## config.mk

```make
export PLATFORM = sky130hd
export DESIGN_NAME = rcal_rtc
export DESIGN_NICKNAME = d
export VERILOG_FILES = /design/src/shared/rcal_pkg.sv /design/src/rtl/rcal_rtc.sv
export SDC_FILE = /design/constraint.sdc
export NUM_CORES = 1
export LEC_CHECK = 0
export BUFFER_PORTS_ARGS = -buffer_cell sky130_fd_sc_hd__clkbuf_2
export CORE_UTILIZATION = 64
export CTS_CLUSTER_SIZE = 16
export DETAILED_ROUTE_END_ITERATION = 6
export GPL_TIMING_DRIVEN = 0
export PLACE_DENSITY_LB_ADDON = 0.25
export REMOVE_ABC_BUFFERS = 1
export SYNTH_ARGS = -nofsm -noshare
export SYNTH_HDL_FRONTEND = slang
export SYNTH_SLANG_ARGS = --single-unit
```

## constraint.sdc

```tcl
create_clock -name ref_clk -period 6.74 [get_ports ref_clk]
set_input_delay 0.674 -clock ref_clk [delete_from_list [all_inputs] [get_ports ref_clk]]
set_output_delay 0.674 -clock ref_clk [all_outputs]
set_load 0.05 [all_outputs]
```

## src/shared/rcal_pkg.sv

```systemverilog
// Constants and types for the compensated seconds counter with alarm and lock
// Functional notes
// RULE_01: Compensation shifts second by minus 127 to 128
// RULE_02: Adjust cycles when prescaler leaves 0x3FFF
// RULE_03: Interval selectable from 1 to 256 seconds
// RULE_04: New setting waits for increment and expired interval
// RULE_05: Only first second of interval is compensated
// RULE_06: Zero compensation value means nominal seconds
// RULE_07: Seconds clock driven onto output pin
// RULE_08: Alarm flag sets on match at increment
// RULE_09: Alarm write clears flag; past value never matches
// RULE_10: Alarm flag always works; enable gates interrupt
// RULE_11: Without update mode, enable writable only unlocked
// RULE_12: Update mode also allows when stopped or invalid
// RULE_13: Unlocked status register ignores update mode
// RULE_14: Locked registers stay locked until any reset
// RULE_15: Locked control register disables software reset
// RULE_16: Locked lock register cannot change until reset
// RULE_17: Locked writes dropped silently, no bus error
// RULE_18: Interrupt when any flag and enable set
// RULE_19: Interrupt asserted after power-on and software reset
// RULE_20: Seconds pulse each second when enabled, no flag
// RULE_21: Seconds advance on prescaler bit 14 falling
// RULE_22: Prescaler runs only enabled, valid, crystal present
// RULE_23: Invalid flag set by power-on and software reset
// RULE_24: Interrupt is registered OR of enabled flags
package rcal_pkg;

  localparam logic [7:0] OFF_SECONDS = 8'h00;
  localparam logic [7:0] OFF_PRESCALER = 8'h04;
  localparam logic [7:0] OFF_ALARM = 8'h08;
  localparam logic [7:0] OFF_COMP = 8'h0c;
  localparam logic [7:0] OFF_CONTROL = 8'h10;
  localparam logic [7:0] OFF_STATUS = 8'h14;
  localparam logic [7:0] OFF_LOCK = 8'h18;
  localparam logic [7:0] OFF_IRQ_EN = 8'h1c;

  // Compensation register: value in 7:0, interval in 15:8
  localparam int COMP_VAL_LSB = 0;
  localparam int COMP_INT_LSB = 8;
  // Control register
  localparam int CTRL_SOFT_BIT = 0;
  localparam int CTRL_UPD_BIT = 3;
  // Status register
  localparam int STAT_INV_BIT = 0;
  localparam int STAT_OVF_BIT = 1;
  localparam int STAT_ALM_BIT = 2;
  localparam int STAT_CEN_BIT = 4;
  // Lock register, a one means unlocked
  localparam int LOCK_COMP_BIT = 3;
  localparam int LOCK_CTRL_BIT = 4;
  localparam int LOCK_STAT_BIT = 5;
  localparam int LOCK_LOCK_BIT = 6;
  localparam logic [2:0] LOCK_RSVD_VAL = 3'h7;
  // Interrupt enable register
  localparam int IEN_TIIE_BIT = 0;
  localparam int IEN_TOIE_BIT = 1;
  localparam int IEN_ALM_BIT = 2;
  localparam int IEN_SEC_BIT = 4;

  localparam logic [14:0] PRESC_COMP_POINT = 15'h3fff;
  localparam logic [14:0] PRESC_NOMINAL_NEXT = 15'h4000;
  localparam logic [31:0] SECONDS_MAX = 32'hffffffff;

  // Crystal considered lost after this long without an edge
  localparam int XTAL_LOSS_NS = 100000;
  localparam int REF_CLK_PERIOD_NS = 40;
  localparam int XTAL_LOSS_CYCLES = XTAL_LOSS_NS / REF_CLK_PERIOD_NS;

  typedef struct packed {
    logic cyc;
    logic stb;
    logic we;
    logic [31:0] adr;
    logic [3:0] sel;
    logic [31:0] dat;
  } rcal_wb_req_t;

  typedef struct packed {
    logic [31:0] secs;
    logic [15:0] presc;
    logic [31:0] alarm;
    logic [7:0] tcrComp;
    logic [7:0] tcrIntv;
    logic [7:0] actComp;
    logic [7:0] intCnt;
    logic firstSec;
    logic updMode;
    logic timeInv;
    logic timeOvf;
    logic almFlag;
    logic cntEn;
    logic tcl;
    logic crl;
    logic stl;
    logic lrl;
    logic tiie;
    logic toie;
    logic almIe;
    logic secIe;
  } rcal_regs_t;

  localparam rcal_regs_t RCAL_REGS_RST = '{
    secs: 32'h0, presc: 16'h0, alarm: 32'h0,
    tcrComp: 8'h0, tcrIntv: 8'h0, actComp: 8'h0, intCnt: 8'h0,
    firstSec: 1'b0, updMode: 1'b0, timeInv: 1'b1, timeOvf: 1'b0, almFlag: 1'b0, cntEn: 1'b0,
    tcl: 1'b1, crl: 1'b1, stl: 1'b1, lrl: 1'b1,
    tiie: 1'b1, toie: 1'b1, almIe: 1'b1, secIe: 1'b0
  };

endpackage

```

## src/rtl/rcal_rtc.sv

```systemverilog
// Compensated seconds counter with alarm, update mode, lock and interrupt, Wishbone slave
`timescale 1ns/1ps
`default_nettype none
module rcal_rtc import rcal_pkg::*; #(
  parameter int LOSS_CYCLES = XTAL_LOSS_CYCLES
) (
  input wire logic ref_clk, // System clock, 25 MHz
  input wire logic rst_b, // Asynchronous reset, active low
  input wire rcal_wb_req_t wbReq, // Wishbone request group
  output logic wb_ack_o, // Wishbone acknowledge
  output logic [31:0] wb_dat_o, // Wishbone read data
  input wire logic xtalClk, // 32.768 kHz crystal clock, asynchronous
  output logic secClkOut, // 1 Hz seconds clock pin
  output logic irqOut, // Level interrupt
  output logic secIrqOut // One-cycle seconds interrupt pulse
);

  initial begin
    if (LOSS_CYCLES < 2 || LOSS_CYCLES > 4095) begin
      $error("LOSS_CYCLES out of range");
    end
  end

  typedef struct packed {
    rcal_regs_t regs;
    logic softRst;
    logic xtalSync1;
    logic xtalSync2;
    logic xtalPrev;
    logic [11:0] lossCnt;
    logic xtalOk;
    logic ack;
    logic [31:0] rdat;
    logic irq;
    logic secIrq;
  } rcal_state_t;

  localparam logic [11:0] LOSS_LAST = 12'(LOSS_CYCLES - 1);

  rcal_state_t state_reg;
  rcal_state_t state_next;

  function automatic logic regHit(input logic [31:0] adr, input logic [7:0] off);
    regHit = (adr[31:8] == 24'h0) && (adr[7:2] == off[7:2]);
  endfunction

  function automatic logic [31:0] mergeBytes(input logic [31:0] old, input logic [31:0] wdat,
                                             input logic [3:0] sel);
    for (int i = 0; i < 4; i++) begin
      mergeBytes[8*i +: 8] = sel[i] ? wdat[8*i +: 8] : old[8*i +: 8];
    end
  endfunction

  rcal_regs_t r;
  logic access;
  logic wrAcc;
  logic xtalEdge;
  logic running;
  logic tick;
  logic compApply;
  logic [15:0] prescNew;
  logic secIncr;
  logic alarmHit;
  logic cenWritable;
  logic anyIrq;
  logic timeBad;

  logic [14:0] compTarget;

  assign r = state_reg.regs;
  assign access = wbReq.cyc & wbReq.stb & ~state_reg.ack;
  assign wrAcc = access & wbReq.we;
  assign xtalEdge = state_reg.xtalSync2 & ~state_reg.xtalPrev;
  assign timeBad = r.timeInv | r.timeOvf;
  assign running = r.cntEn & ~timeBad & state_reg.xtalOk; // RULE_22
  assign tick = running & xtalEdge;
  // Compensation only in the first second of an interval, never with a zero value
  assign compApply = tick && (r.presc[14:0] == PRESC_COMP_POINT) && r.firstSec
                     && (r.actComp != 8'h0); // RULE_02 RULE_05 RULE_06
  // Landing count after the compensation point: nominal plus the signed value
  assign compTarget = 15'(PRESC_NOMINAL_NEXT + {{7{r.actComp[7]}}, r.actComp}); // RULE_01
  // Next prescaler: skip or repeat counts by the signed value
  assign prescNew = compApply ? {r.presc[15], compTarget} : 16'(r.presc + 16'h1);
  assign secIncr = tick & r.presc[14] & ~prescNew[14]; // RULE_21
  assign alarmHit = secIncr && (r.secs == r.alarm); // RULE_08
  assign cenWritable = r.stl | (r.updMode & (~r.cntEn | timeBad)); // RULE_11 RULE_12 RULE_13
  assign anyIrq = (r.timeInv & r.tiie) | (r.timeOvf & r.toie) | (r.almFlag & r.almIe); // RULE_10 RULE_18

  always_comb begin
    logic [31:0] wval;
    logic [31:0] rval;
    logic keepSoft;
    wval = 32'h0;
    rval = 32'h0;
    keepSoft = 1'b0;
    state_next = state_reg;

    // Crystal edge detection and presence watchdog
    state_next.xtalSync1 = xtalClk;
    state_next.xtalSync2 = state_reg.xtalSync1;
    state_next.xtalPrev = state_reg.xtalSync2;
    if (xtalEdge) begin
      state_next.lossCnt = 12'h0;
      state_next.xtalOk = 1'b1;
    end else if (state_reg.lossCnt == LOSS_LAST) begin
      state_next.xtalOk = 1'b0;
    end else begin
      state_next.lossCnt = 12'(state_reg.lossCnt + 12'h1);
    end

    // Time counter
    if (tick) begin
      state_next.regs.presc = prescNew;
    end
    if (secIncr) begin
      state_next.regs.secs = 32'(r.secs + 32'h1);
      if (r.secs == SECONDS_MAX) begin
        state_next.regs.timeOvf = 1'b1;
      end
      // Pending setting loads only when the running interval has expired
      if (r.intCnt == 8'h0) begin
        state_next.regs.actComp = r.tcrComp; // RULE_04
        state_next.regs.intCnt = r.tcrIntv; // RULE_03
        state_next.regs.firstSec = 1'b1;
      end else begin
        state_next.regs.intCnt = 8'(r.intCnt - 8'h1);
        state_next.regs.firstSec = 1'b0; // RULE_05
      end
    end

    // Bus writes; locked targets drop the data and still acknowledge
    if (wrAcc) begin
      if (regHit(wbReq.adr, OFF_SECONDS)) begin
        if (!r.cntEn) begin
          state_next.regs.secs = mergeBytes(r.secs, wbReq.dat, wbReq.sel);
          state_next.regs.timeInv = 1'b0;
          state_next.regs.timeOvf = 1'b0;
        end
      end
      if (regHit(wbReq.adr, OFF_PRESCALER)) begin
        if (!r.cntEn) begin
          wval = mergeBytes({16'h0, r.presc}, wbReq.dat, wbReq.sel);
          state_next.regs.presc = wval[15:0];
        end
      end
      if (regHit(wbReq.adr, OFF_ALARM)) begin
        state_next.regs.alarm = mergeBytes(r.alarm, wbReq.dat, wbReq.sel);
        state_next.regs.almFlag = 1'b0; // RULE_09
      end
      if (regHit(wbReq.adr, OFF_COMP) && r.tcl) begin // RULE_14 RULE_17
        wval = mergeBytes({16'h0, r.tcrIntv, r.tcrComp}, wbReq.dat, wbReq.sel);
        state_next.regs.tcrComp = wval[COMP_VAL_LSB +: 8];
        state_next.regs.tcrIntv = wval[COMP_INT_LSB +: 8];
      end
      if (regHit(wbReq.adr, OFF_CONTROL) && r.crl) begin // RULE_14 RULE_15
        wval = mergeBytes({28'h0, r.updMode, 2'h0, state_reg.softRst}, wbReq.dat, wbReq.sel);
        state_next.softRst = wval[CTRL_SOFT_BIT];
        state_next.regs.updMode = wval[CTRL_UPD_BIT];
      end
      if (regHit(wbReq.adr, OFF_STATUS) && wbReq.sel[0] && cenWritable) begin // RULE_11 RULE_12 RULE_13
        state_next.regs.cntEn = wbReq.dat[STAT_CEN_BIT];
      end
      if (regHit(wbReq.adr, OFF_LOCK) && wbReq.sel[0] && r.lrl) begin // RULE_16
        // Lock bits only ever clear from software
        state_next.regs.tcl = r.tcl & wbReq.dat[LOCK_COMP_BIT]; // RULE_14
        state_next.regs.crl = r.crl & wbReq.dat[LOCK_CTRL_BIT];
        state_next.regs.stl = r.stl & wbReq.dat[LOCK_STAT_BIT];
        state_next.regs.lrl = r.lrl & wbReq.dat[LOCK_LOCK_BIT];
      end
      if (regHit(wbReq.adr, OFF_IRQ_EN) && wbReq.sel[0]) begin
        state_next.regs.tiie = wbReq.dat[IEN_TIIE_BIT];
        state_next.regs.toie = wbReq.dat[IEN_TOIE_BIT];
        state_next.regs.almIe = wbReq.dat[IEN_ALM_BIT];
        state_next.regs.secIe = wbReq.dat[IEN_SEC_BIT];
      end
    end

    // A match in the clearing cycle still raises the flag
    if (alarmHit) begin
      state_next.regs.almFlag = 1'b1; // RULE_08
    end

    // Software reset holds the register set, but not its own bit, at its reset state
    if (state_reg.softRst) begin
      keepSoft = state_next.softRst;
      state_next.regs = RCAL_REGS_RST; // RULE_14 RULE_23
      state_next.softRst = keepSoft;
    end

    // Bus read path
    unique case (1'b1)
      regHit(wbReq.adr, OFF_SECONDS): rval = timeBad ? 32'h0 : r.secs;
      regHit(wbReq.adr, OFF_PRESCALER): rval = timeBad ? 32'h0 : {16'h0, r.presc};
      regHit(wbReq.adr, OFF_ALARM): rval = r.alarm;
      regHit(wbReq.adr, OFF_COMP): rval = {16'h0, r.tcrIntv, r.tcrComp};
      regHit(wbReq.adr, OFF_CONTROL): rval = {28'h0, r.updMode, 2'h0, state_reg.softRst};
      regHit(wbReq.adr, OFF_STATUS): rval = {27'h0, r.cntEn, 1'b0, r.almFlag, r.timeOvf, r.timeInv};
      regHit(wbReq.adr, OFF_LOCK): rval = {25'h0, r.lrl, r.stl, r.crl, r.tcl, LOCK_RSVD_VAL};
      regHit(wbReq.adr, OFF_IRQ_EN): rval = {27'h0, r.secIe, 1'b0, r.almIe, r.toie, r.tiie};
      default: rval = 32'h0;
    endcase
    state_next.ack = access;
    state_next.rdat = (access && !wbReq.we) ? rval : 32'h0;

    state_next.irq = anyIrq; // RULE_18 RULE_19 RULE_24
    state_next.secIrq = secIncr & r.secIe; // RULE_20
  end

  always_ff @(posedge ref_clk or negedge rst_b) begin
    if (!rst_b) begin
      state_reg <= '{regs: RCAL_REGS_RST, softRst: 1'b0, xtalSync1: 1'b0, xtalSync2: 1'b0,
                     xtalPrev: 1'b0, lossCnt: 12'h0, xtalOk: 1'b0, ack: 1'b0,
                     rdat: 32'h0, irq: 1'b0, secIrq: 1'b0};
    end else begin
      state_reg <= state_next;
    end
  end

  assign wb_ack_o = state_reg.ack;
  assign wb_dat_o = state_reg.rdat;
  assign secClkOut = state_reg.regs.presc[14]; // RULE_07
  assign irqOut = state_reg.irq;
  assign secIrqOut = state_reg.secIrq;
endmodule
`default_nettype wire

```

==> key figures, run 1 <==
Run status
  • Status: finished with violations
  • Failing checks: DRC

CTS
  • Clock sink total: 178
  • Post-CTS setup buffer count: 0
  • Post-CTS Hold Fix Bufs: 0
  • H-tree Lvls: 4
  • Clk Latency, worst-skew pair: 0.44 ns
  • Worst-path clk slew: 0.07 ns
  • TritonCTS Buffers: 17
  • Post_cts resized: 0
  • CTS max path bufs: 2
  • Clk root buf: clkbuf_16
  • TritonCTS clock tree: built

STA
  • Fmax achieved: 288 MHz
  • Final hold vios: 0
  • Worst hold slack: 0.255 ns
  • Fin crit share: 51.4%
  • Endpoints failing setup: 0
  • Unrepaired setup endpoints after global routing: false
  • Slew margin rel.: 9.19%
  • Tmin final: 3.47 ns
  • Setup TNS: 0 ns
  • Final Max Slew Viols: 0
  • Final Skew: 0.00931 ns
  • Worst-Margin Slew: 1.35 ns
  • Worst setup margin: 3.27 ns

GRT
  • First-pass GRT wire length: 43500 µm
  • Initial antenna violation count: 0
  • Remaining Overflow, GRT: 0
  • GR Util All Layers: 34.8%
  • Vias in the first global route: 8156
  • Largest net degree at the start of global routing: 94

Worst setup path
  • CP Capture Type: register
  • WS Path Type: reg2reg
  • Crit path buf inv count: 0
  • Crit path max-delay family: simple AND/OR/NAND/NOR gates
  • CP peak stage delay: 1.05 ns
  • Crit-path cells: and4b_1 -> nand3_1 -> nor4_4 -> and2_0 -> nor3_1 -> a2111oi_1
  • Startpoint Class: register
  • Worst Path Required: 7.05 ns
  • Critical path peak fanout: 24
  • Critical Path AT: 3.78 ns
  • Slowest stage cell, crit path: nor4_4

Die
  • Die width: 127 µm
  • Starting Density: 66.1%
  • Row Count: 45
  • I/O pins: 110
  • Die Y-Extent: 127 µm
  • DIE AREA: 16300 µm²
  • Core footprint: 15300 µm²

Synthesis
  • Average size of a mapped cell: 9.45 µm²
  • Area leader, netlist: dfrtp_1
  • Sequential share of the synthesized area: 44.3%
  • Synth Warn #: 0
  • Ys flop type: dfrtp_1
  • Synth Register Bits: 178
  • Asr flop ratio synth: 100%
  • Mapped cell area: 10100 µm²
  • Unique masters post-synth: 76
  • Number of flops mapped to enable cells by yosys: 0
  • Gate Count Post-Synth: 1067
  • Top cells by area, synth: dfrtp_1, mux2i_1, nor2_1
  • Share of the synthesized area in the top cell type: 42.2%

Placement
  • Port bufs: 107
  • Post-DP Area: 10400 µm²
  • Detailed Place HPWL: 18500 µm
  • DP Cell Count: 1288
  • GP Congestion: 0.916
  • Post-placement setup slack: 2.40 ns

Detailed routing
  • Post-route antenna net violation count: 0
  • Routed length per placed instance: 20.8 µm
  • Vias per cell: 6.68
  • Routed WL: 27400 µm
  • Detailed router's first-iteration violation count: 941
  • Vias: 8813
  • Drc violations: 11
  • DRT Pass-1 Iters: 7

Pwr
  • Leak: 5.12 nW
  • Total power: 2.24 mW
  • Sw Share: 23.3%
  • Peak supply drop: 0.000195 V
  • Comb pwr share: 5.0%
  • Int Power: 1.72 mW
  • Cell area power density: 203 nW/µm²
  • Net Sw Power: 0.522 mW
  • Clock network fraction of total power: 46.4%
  • Sequential Power Share: 48.6%

Layout
  • Fillers: 1125
  • Share of cells above drive strength 1: 17.8%
  • Non-Filler Instances: 1320
  • Commonest non-fill, non-tap cell in the layout: dfrtp_1
  • Final instance area: 11100 µm²
  • Most frequent cells in the layout: dfrtp_1, nor2_1, clkbuf_2
  • Max FFs per register: 125
  • Area growth from synthesis to layout: 9.65%
  • # diodes: 0
  • Final net count: 1174
  • Util after Layout: 72.4%

Hold path
  • Hold Path Class: in2async

Job
  • Max_cap viols: 0
## Yosys cell counts (5+ instances only)
library cell and count:
a211oi_1 16, a21oi_1 77, a222oi_1 12, a22o_1 18, a2bb2oi_1 10, a31oi_1 19, a32oi_1 5, and2_1 17
and3_1 12, and4_1 6, buf_2 27, buf_4 33, clkbuf_1 37, dfrtp_1 170, dfstp_2 8, inv_1 14
mux2_2 22, mux2i_1 53, nand2_1 97, nand2b_1 5, nand3_1 38, nand4_1 29, nand4_2 5, nor2_1 112
nor2b_1 10, nor3_1 21, nor4_1 18, o211ai_1 7, o21ai_0 27, or3_1 13, xnor2_1 36, xor2_1 6
## cells by family (layout without fill, tap and decap cells)
kind of cell / count (synthesis) / count (layout) / share of synthesized area [%]
DFF: 178 / 178 / 44.3
buffers and inverters: 114 / 156 / 5.81
and+or+nand+nor: 418 / 418 / 22.2
adders and majority gates: 4 / 4 / 0.497
xor gates and xnor gates: 42 / 42 / 3.65
muxes: 75 / 75 / 7.72
AOI/OAI and AO/OA: 236 / 236 / 15.9
## power groups by stage
stage	sequential [mW]	clock, mW	combinational, mW
2_1_floorplan	1.11	0	0.0348
3_3_place_gp	1.11	0	0.104
3_5_place_dp	1.11	0	0.108
4_1_cts	1.09	1.04	0.111
5_1_grt	1.09	1.08	0.121
6_report	1.09	1.04	0.111
## worst register-to-register path, cell delays in order, from the launching register on
cell	delay (ns)
dfrtp_1	0.38
and4b_1	0.72
nand3_1	0.24
nor4_4	1.05
and2_0	0.50
nor3_1	0.09
a2111oi_1	0.36
## layout make-up
class,count,area [µm²],area share (%)
multi-input cells,775,5050,45.7
flip-flops and latches,178,4470,40.4
repair buffers,109,599,5.42
clock buffers,18,439,3.97
well taps,211,264,2.39
clock inverters,14,178,1.61
inverters,15,56.3,0.510
## metal layers
layer  share of wire, %  vias up  track usage [%]
met5                  0        -                0
met4                3.2        0             13.9
met3                 10       80             8.50
met2                 46      574             53.6
met1                 40     4228             47.7
li1                   -     3931                -
## path summary, 6_finish.rpt
check | from | to | slack, ns | cells after the start
hold / removal | rst_b | state_reg[47] | 0.25 | 1
hold reg to reg | state_next[49] | state_next[48] | 0.35 | 0
min in group ref_clk | xtalClk | state_next[49] | 0.34 | 1
setup reg to reg | wb_ack_o | r[114] | 3.27 | 6
max in group asynchronous | rst_b | r[52] | 5.58 | 2
setup / recovery | wb_ack_o | r[114] | 3.27 | 6
(Power assumes the default switching activity.)
==> run 2: changes to the inputs <==
Settings changed: CORE_UTILIZATION 64 to 60.
Clock period 6.74 ns to 3.3 ns, I/O delays scaled along.
==> key figures, run 2 (synthesized netlist as in run 1, its figures left out) <==
Worst setup path
  • R2R Path Start: r[78]
  • CP peak stage delay: 0.71 ns (-0.34 ns)
  • Worst Path Required: 3.65 ns (-3.40 ns)
  • Critical path peak fanout: 12 (-50%)
  • Worst R2R Setup Slack: 0.21 ns (-3.07 ns)
  • WS Path Type: reg2reg
  • Critical Path AT: 3.44 ns (-0.34 ns)
  • Reg2Reg Depth: 7 (+1)
  • Worst reg2reg path endpoint: r[125]
  • Startpoint Class: register
  • CP Capture Type: register
  • Slowest stage cell, crit path: nor3_2
  • Crit-path cells: ha_1 -> and3_1 -> nand4_4 -> nor3_2 -> nand2_1 -> or3_1 -> a31oi_1

Hold path
  • Hold Path Depth: 3
  • Hold Startpoint: wbReq[19]
  • Hold Path Class: in2reg
  • Hold EP: r[113]

Placement
  • Detailed Place HPWL: 18800 µm (+1.9%)
  • GP Congestion: 0.955 (+4.2%)
  • DP Cell Count: 1297 (+0.70%)
  • Port bufs: 107 (unchanged)
  • Post-placement setup slack: -0.328 ns (-2.73 ns)

Detailed routing
  • Vias per cell: 6.62 (-0.88%)
  • Vias: 8815 (+0.023%)
  • Routed WL: 28000 µm (+2.1%)
  • DRT Pass-1 Iters: 7 (unchanged)
  • Drc violations: 2 (-9)
  • Detailed router's first-iteration violation count: 1056 (+12%)
  • Routed length per placed instance: 21.0 µm (+1.1%)
  • Post-route antenna net violation count: 0 (unchanged)

GRT
  • Largest net degree at the start of global routing: 100 (+6.4%)
  • Vias in the first global route: 8405 (+3.1%)
  • GR Util All Layers: 33.0% (-1.8 points)
  • Remaining Overflow, GRT: 0 (unchanged)
  • First-pass GRT wire length: 44500 µm (+2.1%)
  • Initial antenna violation count: 0 (unchanged)

Layout
  • # diodes: 0 (unchanged)
  • Area growth from synthesis to layout: 10.4%
  • Final net count: 1177 (+0.26%)
  • Fillers: 1303 (+16%)
  • Most frequent cells in the layout: dfrtp_1, nor2_1, clkbuf_2
  • Non-Filler Instances: 1332 (+0.91%)
  • Share of cells above drive strength 1: 17.5% (-0.23 points)
  • Max FFs per register: 125 (unchanged)
  • Commonest non-fill, non-tap cell in the layout: dfrtp_1

STA
  • Tmin final: 3.09 ns (-0.374 ns)
  • Unrepaired setup endpoints after global routing: false
  • Endpoints failing setup: 0 (unchanged)
  • Final Skew: 0.00852 ns (-0.000793 ns)
  • Setup TNS: 0 ns (unchanged)
  • Final hold vios: 0 (unchanged)
  • Worst setup margin: 0.207 ns (-3.07 ns)
  • Slew margin rel.: 3.74% (-5.5 points)
  • Fin crit share: 93.7% (+42 points)
  • Fmax achieved: 323 MHz (+12%)
  • Final Max Slew Viols: 0 (unchanged)
  • Worst-Margin Slew: 1.43 ns (+0.0800 ns)

CTS
  • Worst-path clk slew: 0.06 ns (about the same)
  • Clock sink total: 178 (unchanged)
  • Clk Latency, worst-skew pair: 0.44 ns (about the same)
  • Post-CTS setup buffer count: 0 (unchanged)
  • TritonCTS clock tree: built
  • TritonCTS Buffers: 17 (unchanged)
  • CTS max path bufs: 2 (unchanged)
  • H-tree Lvls: 4 (unchanged)
  • Clk root buf: clkbuf_16

Die
  • Die Y-Extent: 132 µm (+3.2%)
  • DIE AREA: 17300 µm² (+6.6%)
  • Die width: 132 µm (+3.2%)
  • Core footprint: 16500 µm² (+7.9%)
  • I/O pins: 110 (unchanged)
  • Starting Density: 61.2% (-4.8 points)
  • Row Count: 47 (+4.4%)

Run status
  • Failing checks: DRC
  • Status: finished with violations

Pwr
  • Leak: 5.13 nW (+0.26%)
  • Total power: 4.65 mW (+110%)
  • Cell area power density: 418 nW/µm² (+110%)
  • Peak supply drop: 0.000379 V (+94%)

Job
  • Max_cap viols: 0 (unchanged)
[run 2: changes by cell type in the layout (fill, tap and decap cells not counted), sizes merged]
cell	before	now
clkbuf	125	130
bufinv	3	5
nor4	20	21
clkinvlp	3	2
clkinv	3	2
inv	20	15
dlygate4sd3	0	2
[run 2: layer usage]
layer,global-route usage (%),share of wire [%],vias up
met3,6.75,9.2,87
met4,13.6,3.4,0
met2,52.7,47,516
met1,43.8,40,4280
li1,-,-,3932
met5,0,0,-
[run 2: critical path: cells and delay by family (launching register included)]
family / cells / cell delay (ns)
fa+ha+maj: 1 / 0.29
flops: 1 / 0.47
simple gates: 5 / 2.06
compound gates: 1 / 0.17
[run 2: cell type report]
type	count	area, µm²	area share [%]
clock buffer	23	458	4.12
clock inverter	9	179	1.61
inverter	15	56.3	0.506
multi-input combinational	776	5070	45.6
sequential	178	4470	40.2
tap	220	275	2.47
timing repair buffer	111	619	5.57
[run 2: stage by stage]
stage,hold WS (ns),util (%),area (µm²)
6_report,0.156,67.5,11100
5_1_grt,0.160,67.5,11100
4_1_cts,0.146,67.5,11100
3_5_place_dp,0.356,63.4,10400
3_3_place_gp,0.340,62.9,10400
2_1_floorplan,0.0344,-,9550
[run 2: worst max-delay path by stage]
| stage | from | endpoint | slack (ns) | cells after the start |
|---|---|---|---|---|
| final | r[78] | r[125] | 0.21 | 7 |
| after global routing | r[78] | r[119] | 0.11 | 7 |
| after CTS | wbReq[64] | wb_dat_o[28] | 0.19 | 7 |
| after detailed placement | wbReq[64] | wb_dat_o[5] | -0.33 | 7 |
| after global placement | rst_b | r[21] | -1.40 | 1 |
| after floorplan | state_reg[51] | r[93] | 0.43 | 2 |
[run 2: report_power, final]
group / leakage (nW) / total [mW] / switching, mW / internal [mW]
combinational: 2.54 / 0.226 / 0.145 / 0.0811
clock: 0.302 / 2.20 / 0.835 / 1.36
sequential: 2.28 / 2.22 / 0.0225 / 2.20
[run 2: repair_timing]
item | 4_1_cts | 5_1_grt
pin swaps | 1 | 0
gates resized for setup | 2 | 2
hold buffers | 2 | 0
hold endpoints to repair | 79 | 0
setup endpoints to repair | 1 | 16
gates cloned | 1 | 0
==> run 3: changes to the inputs <==
Settings changed: ABC_AREA from default to 1, CELL_PAD_IN_SITES_DETAIL_PLACEMENT from default to 0, CELL_PAD_IN_SITES_GLOBAL_PLACEMENT from default to 1, CORE_UTILIZATION 60 to 43.
==> key figures, run 3 <==
Synthesis
  • Share of the synthesized area in the top cell type: 38.8% (-3.4 points)
  • Xor and xnor area share after synthesis: 3.60% (-0.051 points)
  • Gate Count Post-Synth: 1567 (+47%)
  • Most frequent cell after synthesis: nand2_1
  • Unique masters post-synth: 44 (-42%)
  • Synth Register Bits: 178 (unchanged)
  • Asr flop ratio synth: 100% (unchanged)
  • Complex-gate fraction of the synthesized area: 14.4% (-1.4 points)
  • Sequential share of the synthesized area: 40.8% (-3.5 points)
  • Main combinational cell family by area after synthesis: simple AND/OR/NAND/NOR gates
  • Average size of a mapped cell: 6.99 µm² (-26%)
  • Synth Warn #: 0 (unchanged)
  • Number of flops mapped to enable cells by yosys: 0 (unchanged)
  • Commonest cells post-synth: nand2_1, inv_1, nor2_1
  • Top cells by area, synth: dfrtp_1, nand2_1, inv_1
  • Mapped cell area: 11000 µm² (+8.7%)
  • Ys flop type: dfrtp_1
  • Synth Area in Simple Gates: 29.5% (+7.3 points)
  • Area leader, netlist: dfrtp_1
  • Synth Area in Adders: 0.457% (-0.040 points)
  • Mux share of post-synthesis cell area: 0% (-7.7 points)

GRT
  • Vias in the first global route: 9986 (+19%)
  • First-pass GRT wire length: 57300 µm (+29%)
  • Remaining Overflow, GRT: 0 (unchanged)
  • GR Util All Layers: 28.8% (-4.2 points)
  • Initial antenna violation count: 0 (unchanged)
  • Largest net degree at the start of global routing: 109 (+9.0%)

Detailed routing
  • Vias per cell: 5.45 (-18%)
  • Met1 wire length: 17100 µm (+53%)
  • Vias: 10700 (+21%)
  • Met3 wire len: 3230 µm (+25%)
  • Detailed router's first-iteration violation count: 1230 (+16%)
  • Post-route antenna net violation count: 0 (unchanged)
  • DRT Pass-1 Iters: 6 (-1)
  • Top layer in use: met4
  • Drc violations: 0 (-2)
  • Routed length per placed instance: 18.9 µm (-9.8%)
  • Routed WL: 37200 µm (+33%)
  • Met2 WL: 16200 µm (+22%)

Die
  • Die Y-Extent: 162 µm (+23%)
  • Die width: 162 µm (+23%)
  • I/O pins: 110 (unchanged)
  • Row Count: 58 (+23%)
  • Starting Density: 43.6% (-18 points)
  • DIE AREA: 26100 µm² (+51%)
  • Core footprint: 25100 µm² (+52%)

STA
  • Final hold vios: 0 (unchanged)
  • Worst setup margin: -0.0876 ns (-0.295 ns)
  • Final Max Slew Viols: 0 (unchanged)
  • Fin crit share: 103% (+8.9 points)
  • Final Skew: 0.0144 ns (+0.00589 ns)
  • Unrepaired setup endpoints after global routing: true
  • Tmin final: 3.39 ns (+0.295 ns)
  • Endpoints failing setup: 20 (+20)
  • Setup TNS: -0.862 ns (-0.862 ns)
  • Worst-Margin Slew: 1.25 ns (-0.184 ns)
  • Fmax achieved: 295 MHz (-8.7%)
  • Worst hold slack: 0.102 ns (-0.0540 ns)
  • Slew margin rel.: 16.4% (+13 points)

Job
  • Max_cap viols: 0 (unchanged)

Pwr
  • Total power: 4.49 mW (-3.4%)
  • Int Power: 3.28 mW (-10%)
  • Cell area power density: 369 nW/µm² (-12%)
  • Leak: 5.81 nW (+13%)
  • Comb pwr share: 4.2% (-0.7 points)
  • Net Sw Power: 1.21 mW (+21%)
  • Sequential Power Share: 49.4% (+1.6 points)
  • Peak supply drop: 0.000246 V (-35%)
  • Sw Share: 26.9% (+5.3 points)
  • Clock network fraction of total power: 46.4% (-0.9 points)

CTS
  • Clk root buf: clkbuf_16
  • Clk Latency, worst-skew pair: 0.45 ns (about the same)
  • CTS max path bufs: 2 (unchanged)
  • TritonCTS Buffers: 17 (unchanged)
  • H-tree Lvls: 4 (unchanged)
  • TritonCTS clock tree: built
  • Clock sink total: 178 (unchanged)
  • Worst-path clk slew: 0.08 ns (+0.02 ns)

Placement
  • Port bufs: 107 (unchanged)
  • GP Congestion: 0.934 (-2.2%)
  • Post-DP Area: 11400 µm² (+9.7%)
  • Post-placement setup slack: -1.95 ns (-1.63 ns)
  • Detailed Place HPWL: 26200 µm (+39%)
  • DP Cell Count: 1921 (+48%)

Layout
  • Final net count: 1697 (+44%)
  • Share of cells above drive strength 1: 11.5% (-6.1 points)
  • Most frequent cells in the layout: nand2_1, inv_1, nor2_1
  • Fillers: 2628 (+100%)
  • Commonest non-fill, non-tap cell in the layout: nand2_1
  • Final instance area: 12200 µm² (+9.4%)
  • Util after Layout: 48.4% (-19 points)
  • Area growth from synthesis to layout: 11.1%
  • # diodes: 0 (unchanged)
  • Max FFs per register: 125 (unchanged)
  • Non-Filler Instances: 1962 (+47%)

Worst setup path
  • Critical Path AT: 3.74 ns (+0.30 ns)
  • Worst Path Required: 3.66 ns (about the same)
  • Critical path peak fanout: 22 (+10)
  • Worst reg2reg path endpoint: r[32]
  • Worst R2R Setup Slack: 0.14 ns (-0.07 ns)
  • WS Path Type: in2reg
  • R2R Path Start: state_reg[51]
  • Critical Path Source: wbReq[49]
  • CP Capture Type: register
  • Startpoint Class: input port
  • Crit path to: r[47]
  • Reg2Reg Depth: 5 (-2)

Hold path
  • Hold Path Class: in2reg

Run status
  • Failing checks: setup timing
  • Status: finished with violations
-- run 3: cell types whose count changed after synthesis, moves of 22 or more --
cell / delta
inv_1: +172
mux2_2: -22
mux2i_1: -53
nand2_1: +339
nand3_1: +44
nor2_1: +64
o21ai_0: +71
o21ai_1: +29
o22ai_1: +50
xnor2_1: -28
xor2_1: +31
-- run 3: final cells by class --
type	instances	area [µm²]	share of cell area, %
inverter	193	738	6.07
timing repair buffer	115	649	5.34
clock inverter	15	170	1.40
sequential	178	4460	36.7
clock buffer	17	425	3.50
tap	330	413	3.39
multi-input combinational	1114	5300	43.6
-- run 3: kinds of logic after synthesis --
| kind of cell | after synthesis |
|---|---|
| compound gates | 288 |
| xor+xnor | 45 |
| buf+inv | 278 |
| fa+ha+maj | 4 |
| flops | 178 |
| simple gates | 774 |
-- run 3: how the worst min path moves through the flow --
stage / from / endpoint / depth (start not counted)
global placement: state_next[49] / state_next[48] / 0
global route: wbReq[70] / wb_ack_o / 3
detailed placement: state_next[49] / state_next[48] / 0
floorplan: rst_b / irqOut / 0
CTS: xtalClk / state_next[49] / 1
finish: wbReq[69] / wb_ack_o / 3
-- run 3: worst max-delay path, stage by stage --
cell      delay, ns
clkbuf_2       0.08
nor2_1         0.10
nand2_1        0.06
nor2_1         0.14
nand3_2        0.13
nor2_1         0.15
nand3_1        0.64
inv_4          0.57
a21oi_1        0.32
nor2_1         0.90
nand3_1        0.16
o21ai_0        0.14
-- run 3: what timing repair did --
| action | 4_1_cts | 5_1_grt |
|---|---|---|
| setup endpoints to repair | 106 | 61 |
| gates resized for setup | 8 | 4 |
| pin swaps | 1 | 2 |
| cloned | 1 | 2 |
| hold buffers | 1 | 1 |
| setup buffers | 1 | 3 |
| hold endpoints to repair | 70 | 1 |
-- run 3: power groups by stage --
stage	Clock (mW)	Combinational, mW	Sequential, mW
3_5_place_dp	0	0.188	2.26
5_1_grt	2.20	0.216	2.22
4_1_cts	2.11	0.190	2.22
6_report	2.08	0.189	2.22
3_3_place_gp	0	0.179	2.26
2_1_floorplan	0	0.0587	2.26
-- run 3: per-layer routing --
metal	vias to the layer above	global-route usage, %
met2	445	43.0
met1	5079	43.6
met3	50	4.21
li1	5126	-
met4	0	6.90
met5	-	0
